File: config.mk
export PLATFORM = sky130hd
export DESIGN_NAME = nvac_ctrl
export DESIGN_NICKNAME = d
export VERILOG_FILES = /design/src/nvac_pkg.sv /design/src/nvac_store.sv /design/src/nvac_ctrl.sv
export SDC_FILE = /design/constraint.sdc
export NUM_CORES = 1
export LEC_CHECK = 0
export BUFFER_PORTS_ARGS = -buffer_cell sky130_fd_sc_hd__buf_2
export CAP_MARGIN = 20
export CORE_ASPECT_RATIO = 0.9
export CORE_MARGIN = 2
export CORE_UTILIZATION = 62
export CTS_CLUSTER_DIAMETER = 50
export DETAILED_ROUTE_END_ITERATION = 16
export PLACE_DENSITY = 0.88
export REMOVE_ABC_BUFFERS = 1
export SETUP_SLACK_MARGIN = 0.3
export SLEW_MARGIN = 20
export SYNTH_ARGS = -nofsm -noshare
export SYNTH_HDL_FRONTEND = slang
export SYNTH_HIERARCHICAL = 1
export SYNTH_SLANG_ARGS = --single-unit
File: constraint.sdc
create_clock -name core_clk_i -period 4.05 [get_ports core_clk_i]
set_clock_uncertainty 0.2 [all_clocks]
set_input_delay 0.81 -clock core_clk_i [delete_from_list [all_inputs] [get_ports core_clk_i]]
set_output_delay 0.81 -clock core_clk_i [all_outputs]
set_load 0.005 [all_outputs]
File: src/nvac_pkg.sv
// Purpose: Constants for the nonvolatile data store access controller.
// Assumes: One system clock at 10 MHz.
// Notes: Register offsets are byte addresses within each data-memory bank.
package nvac_pkg;
    // ----------------------------------------
    // Register map
    // ----------------------------------------
    localparam logic [7:0] NVAC_CONTROL_OFFSET = 8'h40;
    localparam logic [7:0] NVAC_CONTROL_BANK = 8'h01;
    localparam logic [7:0] NVAC_ADDRESS_OFFSET = 8'h1E;
    localparam logic [7:0] NVAC_DATA_OFFSET = 8'h1F;
    localparam logic [7:0] NVAC_DIRECT_BANK = 8'h00;
    // ----------------------------------------
    // Control fields
    // ----------------------------------------
    localparam int NVAC_BIT_WRITE_PERMIT = 3;
    localparam int NVAC_BIT_WRITE_START = 2;
    localparam int NVAC_BIT_READ_PERMIT = 1;
    localparam int NVAC_BIT_READ_START = 0;
    localparam logic [4:0] NVAC_ADDRESS_RESET = 5'h00;
    localparam logic [7:0] NVAC_DATA_RESET = 8'h00;
    localparam logic [3:0] NVAC_CONTROL_RESET = 4'h0;
    // ----------------------------------------
    // Timing
    // ----------------------------------------
    localparam int NVAC_CLK_PERIOD_NS = 100;
    localparam int NVAC_WRITE_TIME_NS = 2000;
    localparam int NVAC_READ_TIME_NS = 400;
    localparam int NVAC_WRITE_CYCLES = (NVAC_WRITE_TIME_NS + NVAC_CLK_PERIOD_NS - 1) / NVAC_CLK_PERIOD_NS;
    localparam int NVAC_READ_CYCLES = (NVAC_READ_TIME_NS + NVAC_CLK_PERIOD_NS - 1) / NVAC_CLK_PERIOD_NS;

    typedef enum logic [1:0] {
        NVAC_IDLE = 2'b00,
        NVAC_READ = 2'b01,
        NVAC_WRITE = 2'b10
    } nvac_state_type;
endpackage : nvac_pkg

File: src/nvac_store.sv
// Purpose: Byte array of the nonvolatile data store.
// Assumes: Write and read commands come from the controller on the same clock.
// Notes: Read data is registered one cycle after the read strobe.
`timescale 1ns/1ps
module nvac_store #(
    parameter int DEPTH = 32
) (
    // Clock
    input wire logic core_clk_i,
    // Access
    input wire logic wr_i,
    input wire logic rd_i,
    input wire logic [$clog2(DEPTH)-1:0] addr_i,
    input wire logic [7:0] wdata_i,
    output logic [7:0] rdata_o
);
    logic [7:0] mem_q [DEPTH];

    if (DEPTH < 2) begin : g_bad_depth
        $error("DEPTH must be at least 2.");
    end

    always_ff @(posedge core_clk_i) begin
        if (wr_i) begin
            mem_q[addr_i] <= wdata_i;
        end
        if (rd_i) begin
            rdata_o <= mem_q[addr_i];
        end
    end
endmodule : nvac_store

File: src/nvac_ctrl.sv
// Purpose: Access controller for a 32 by 8 nonvolatile data store.
// Assumes: CPU special function register port, one system clock, async reset.
// Notes: Write and read durations are counted in system clocks.
`timescale 1ns/1ps
module nvac_ctrl
    import nvac_pkg::*;
#(
    parameter int DEPTH = 32,
    parameter int WRITE_CYCLES = NVAC_WRITE_CYCLES,
    parameter int READ_CYCLES = NVAC_READ_CYCLES
) (
    // Clock and reset
    input wire logic core_clk_i,
    input wire logic reset_n_i,
    // Special function register port
    input wire logic sfr_wr_i,
    input wire logic sfr_rd_i,
    input wire logic [7:0] sfr_addr_i,
    input wire logic [7:0] bank_select_i,
    input wire logic [7:0] sfr_wdata_i,
    output logic [7:0] sfr_rdata_o,
    output logic sfr_hit_o,
    // Completion
    output logic nv_done_flag_set_o,
    output logic busy_o
);
    localparam int CW = $clog2((WRITE_CYCLES > READ_CYCLES ? WRITE_CYCLES : READ_CYCLES) + 1);

    if (DEPTH != 32 || WRITE_CYCLES < 1 || READ_CYCLES < 1) begin : g_bad_params
        $error("Unsupported parameter values.");
    end

    // ----------------------------------------
    // Decode
    // ----------------------------------------
    logic sel_addr, sel_data, sel_ctrl;
    always_comb begin
        sel_addr = (bank_select_i == NVAC_DIRECT_BANK) && (sfr_addr_i == NVAC_ADDRESS_OFFSET);
        sel_data = (bank_select_i == NVAC_DIRECT_BANK) && (sfr_addr_i == NVAC_DATA_OFFSET);
        sel_ctrl = (bank_select_i == NVAC_CONTROL_BANK) && (sfr_addr_i == NVAC_CONTROL_OFFSET);
    end

    // ----------------------------------------
    // Registers and sequencer
    // ----------------------------------------
    logic [4:0] addr_q, addr_d;
    logic [7:0] data_q, data_d;
    logic wperm_q, wperm_d, wstart_q, wstart_d, rperm_q, rperm_d, rstart_q, rstart_d;
    nvac_state_type state_q, state_d;
    logic [CW-1:0] cnt_q, cnt_d;
    logic load_q, load_d, done_q, done_d;
    logic st_wr, st_rd;
    logic [7:0] rdata;

    always_comb begin
        addr_d = addr_q;
        data_d = data_q;
        wperm_d = wperm_q;
        wstart_d = wstart_q;
        rperm_d = rperm_q;
        rstart_d = rstart_q;
        state_d = state_q;
        cnt_d = cnt_q;
        load_d = 1'b0;
        done_d = 1'b0;
        st_wr = 1'b0;
        st_rd = 1'b0;
        if (sfr_wr_i && sel_addr) begin
            addr_d = sfr_wdata_i[4:0];
        end
        if (sfr_wr_i && sel_data) begin
            data_d = sfr_wdata_i;
        end
        if (load_q) begin
            data_d = rdata;
        end
        if (sfr_wr_i && sel_ctrl) begin
            wperm_d = sfr_wdata_i[NVAC_BIT_WRITE_PERMIT];
            rperm_d = sfr_wdata_i[NVAC_BIT_READ_PERMIT];
            if (state_q == NVAC_IDLE && !load_q) begin
                // Start only with permit already set beforehand and no cycle still finishing.
                if (sfr_wdata_i[NVAC_BIT_WRITE_START] && wperm_q) begin
                    wstart_d = 1'b1;
                    state_d = NVAC_WRITE;
                    cnt_d = CW'(WRITE_CYCLES);
                end else if (sfr_wdata_i[NVAC_BIT_READ_START] && rperm_q) begin
                    rstart_d = 1'b1;
                    state_d = NVAC_READ;
                    cnt_d = CW'(READ_CYCLES);
                end
            end
        end
        unique case (state_q)
            NVAC_IDLE: begin
            end
            NVAC_WRITE: begin
                cnt_d = cnt_q - CW'(1);
                if (cnt_q == CW'(1)) begin
                    st_wr = 1'b1;
                    wstart_d = 1'b0;
                    done_d = 1'b1;
                    state_d = NVAC_IDLE;
                end
            end
            NVAC_READ: begin
                cnt_d = cnt_q - CW'(1);
                if (cnt_q == CW'(1)) begin
                    st_rd = 1'b1;
                    load_d = 1'b1;
                    state_d = NVAC_IDLE;
                end
            end
            default: begin
                state_d = NVAC_IDLE;
            end
        endcase
        if (load_q) begin
            rstart_d = 1'b0;
        end
    end

    always_ff @(posedge core_clk_i or negedge reset_n_i) begin
        if (!reset_n_i) begin
            addr_q <= NVAC_ADDRESS_RESET;
            data_q <= NVAC_DATA_RESET;
            wperm_q <= NVAC_CONTROL_RESET[NVAC_BIT_WRITE_PERMIT];
            wstart_q <= NVAC_CONTROL_RESET[NVAC_BIT_WRITE_START];
            rperm_q <= NVAC_CONTROL_RESET[NVAC_BIT_READ_PERMIT];
            rstart_q <= NVAC_CONTROL_RESET[NVAC_BIT_READ_START];
            state_q <= NVAC_IDLE;
            cnt_q <= '0;
            load_q <= 1'b0;
            done_q <= 1'b0;
        end else begin
            addr_q <= addr_d;
            data_q <= data_d;
            wperm_q <= wperm_d;
            wstart_q <= wstart_d;
            rperm_q <= rperm_d;
            rstart_q <= rstart_d;
            state_q <= state_d;
            cnt_q <= cnt_d;
            load_q <= load_d;
            done_q <= done_d;
        end
    end

    // ----------------------------------------
    // Store
    // ----------------------------------------
    nvac_store #(.DEPTH(DEPTH)) u_store (
        .core_clk_i(core_clk_i),
        .wr_i(st_wr),
        .rd_i(st_rd),
        .addr_i(addr_q),
        .wdata_i(data_q),
        .rdata_o(rdata)
    );

    // ----------------------------------------
    // Read back
    // ----------------------------------------
    always_comb begin
        sfr_hit_o = sel_addr || sel_data || sel_ctrl;
        sfr_rdata_o = 8'h00;
        if (sfr_rd_i && sel_addr) begin
            sfr_rdata_o = {3'h0, addr_q};
        end else if (sfr_rd_i && sel_data) begin
            sfr_rdata_o = data_q;
        end else if (sfr_rd_i && sel_ctrl) begin
            sfr_rdata_o = {4'h0, wperm_q, wstart_q, rperm_q, rstart_q};
        end
        nv_done_flag_set_o = done_q;
        busy_o = wstart_q || rstart_q;
    end
endmodule : nvac_ctrl

==> results.txt <==
Status -> finished clean
Critical path arrival -> 2.65 ns
Leading cell type in the layout, fill and taps excluded -> edfxtp_1
CTS H-tree lvls -> 1
Pre-CTS setup slack -> 0.427 ns
Clock sinks -> 290
Layout cell share with drive strength beyond 1 -> 12.8%
Yosys reg bits -> 290
Dpl cell area -> 12400 um2
Relative slew slack -> 28.7%
Antenna cells -> 0
Clock Path Buffers -> 3
Final nets -> 821
EDFF count, synth -> 264
GRT Util Overall -> 25.4%
M2 GR Usage -> 39.6%
Worst Tran Pin Value -> 1.07 ns
Initial core utilization -> 62.8%
RSZ-0062 raised after global routing -> false
Initial drt markers -> 957
Num ports -> 39
Fin util -> 69.2%
Antenna violation net count after detailed routing -> 0
Tmin final -> 3.66 ns
GRT met1 Usage -> 35.7%
Worst-case reg-to-reg path depth -> 6
DRC Markers -> 0
Dominant cells by area after synthesis -> edfxtp_1, mux2i_1, dfrtp_1
Core area -> 19000 um2
Hold_buf cts -> 0
Yosys top cell area share -> 66.3%
Max stage delay on crit path -> 0.57 ns
Routed wire per std cell -> 24.4 um
Via density per instance -> 6.73
Cells after Synth -> 750
CTS Buf Count -> 27
Peak Freq -> 273 MHz
Initial antenna violation count -> 0
Top cell by count, worst path -> buf_2
Worst skew pair latency -> 0.53 ns
Global route overflow -> 0
Cell Chain, Critical Path -> buf_2 > or4_4 > nor4_2 > nand4_1 > a2bb2oi_1 > buf_2
Fin. max-slew vios -> 0
DRT Wirelength -> 25.8 mm
Required time worst endpoint -> 3.04 ns
Port Buf Inserts -> 38
Mapped cell area -> 12000 um2
Final GP Congestion -> 0.918
Endpoints failing setup -> 0
Final worst-path cycle share -> 90.3%
Crit Path Max Fanout -> 7
Final design area excluding fillers -> 13200 um2
Number of max-cap violations -> 0
Crit path capture type -> output port
Largest net degree at the start of global routing -> 46
Clock-pin slew on the worst setup and hold paths -> 0.06 ns
Final worst-path setup slack -> 0.392 ns
Post-CTS Resized -> 0
Synth warn -> 6
Leak pwr -> 3.72 nW
Clk root buf -> clkbuf_16
Most frequent cells in the layout -> edfxtp_1, mux2i_1, o22ai_1
Slowest CP cell -> nor4_2
Startpoint type of the worst setup path -> input port
Top_reg_cell synth -> edfxtp_1
Busiest grt layer -> met2
CTS tree -> done
Critical path class -> input port to output port
Vias in the first global route -> 6733
Type of the worst min-delay path -> input port to asynchronous set/reset pin
Yosys cell types -> 53
Worst Setup SP -> bank_select_i[4]
Via count -> 7109
Reg2reg start -> cnt_q[1]$_DFFE_PN0P_
VDD IR max -> 0.350 mV
Synth Area per Inst -> 15.9 um2
First-pass GRT wire length -> 38.8 mm
HPWL after detailed placement -> 15.7 mm
Hold Vio Cnt, Final -> 0
Die W -> 150 um
Grt met3 use -> 5.76%
Cell taking the most area after synthesis -> edfxtp_1
Post-synth ARST share -> 8.97%
Seq/Total Area, Yosys -> 71.8%
P&R area growth vs syn -> 10.2%
FP Rows -> 48
Die Y -> 136 um
Die Area -> 20400 um2
Pre-antenna DRT Iters -> 5
Power Density -> 421 nW/um2
Postcts setup bufs -> 0
==> critical path: cells and delay by family <==
family	cells	cell delay, ns
AOI/OAI and AO/OA	1	0.20
buffers and inverters	2	0.24
and+or+nand+nor	3	1.39
==> per-layer routing <==
layer / wire [um] / vias to the layer above
met5: 0 / -
met1: 9890 / 3456
li1: - / 3076
met2: 12000 / 493
met3: 2940 / 84
met4: 1010 / 0
==> power by group <==
| part | internal [mW] | total [mW] | switching, mW |
|---|---|---|---|
| Clock | 1.28 | 2.29 | 1.01 |
| Combinational | 0.0137 | 0.0388 | 0.0251 |
| Sequential | 3.22 | 3.22 | 0.000224 |
| Total | 4.51 | 5.55 | 1.04 |
==> area by class of cell <==
class                   instances  area (um2)
flip-flops and latches        290        8580
clock buffers                  33         698
multi-input cells             407        3120
repair buffers                 54         335
fillers                      1144        5870
inverters                       7        26.3
clock inverters                16        93.8
well taps                     250         313
==> logic make-up (layout without fill, tap and decap cells) <==
family	Yosys count	in the layout	synth area share, %
fa+ha+maj	6	6	0.628
flops	290	290	71.8
compound gates	111	111	6.19
buf+inv	53	110	2.08
simple gates	154	154	7.86
mux	136	136	11.5
==> flip-flops by register name (all words and copies together) (netlist names) <==
| signal | flops |
|---|---|
| addr_q | 5 |
| cnt_q | 5 |
| data_q | 8 |
| load_q | 1 |
| nv_done_flag_set_o | 1 |
| rperm_q | 1 |
| rstart_q | 1 |
| state_q | 2 |
| u_store/mem_q | 256 |
| u_store/rdata_o | 8 |
| wperm_q | 1 |
| wstart_q | 1 |
==> through the flow <==
| stage | hold WS [ns] | setup TNS [ns] | cells | power (mW) |
|---|---|---|---|---|
| 3_3_place_gp | 0.288 | 0 | 1008 | 3.32 |
| 2_1_floorplan | 0.270 | -448.99 | 704 | 3.29 |
| 3_5_place_dp | 0.294 | 0 | 1008 | 3.32 |
| 4_1_cts | 0.0829 | 0 | 1057 | 5.57 |
| 5_1_grt | 0.110 | 0 | 1057 | 5.69 |
| 6_report | 0.0673 | 0 | 1057 | 5.55 |
==> cells in the mapped netlist (3+ instances only) <==
| library cell | instances |
|---|---|
| nor2_1 | 32 |
| nand2_1 | 18 |
| edfxtp_1 | 264 |
| nor3_1 | 7 |
| nand4b_1 | 4 |
| mux2_1 | 5 |
| nand4bb_1 | 5 |
| nand3b_1 | 6 |
| a21oi_1 | 9 |
| nand3_1 | 3 |
| buf_2 | 24 |
| or3_1 | 3 |
| a2bb2oi_1 | 5 |
| nor2b_1 | 10 |
| a31oi_1 | 10 |
| clkbuf_1 | 16 |
| or4b_1 | 4 |
| o22ai_1 | 64 |
| dfrtp_1 | 26 |
| and2_1 | 4 |
| o2111ai_1 | 4 |
| nor4_2 | 3 |
| inv_1 | 7 |
| o31ai_1 | 8 |
| nor4_1 | 17 |
| ha_1 | 6 |
| nand4_1 | 10 |
| or3b_2 | 3 |
| mux2i_1 | 129 |
| and3_1 | 13 |
==> final timing paths <==
| kind | slack, ns | to |
|---|---|---|
| max | 0.39 | sfr_rdata_o[0] |
| min | 0.07 | cnt_q[2]$_DFFE_PN0P_ |
| max reg2reg | 0.69 | u_store/mem_q[12][5]$_DFFE_PP_ |
| min reg2reg | 0.29 | data_q[4]$_DFFE_PN0P_ |
| max in group asynchronous | 3.14 | addr_q[1]$_DFFE_PN0P_ |
| min in group core_clk_i | 0.29 | data_q[4]$_DFFE_PN0P_ |
No activity file was read; power rests on OpenSTA's default activity.
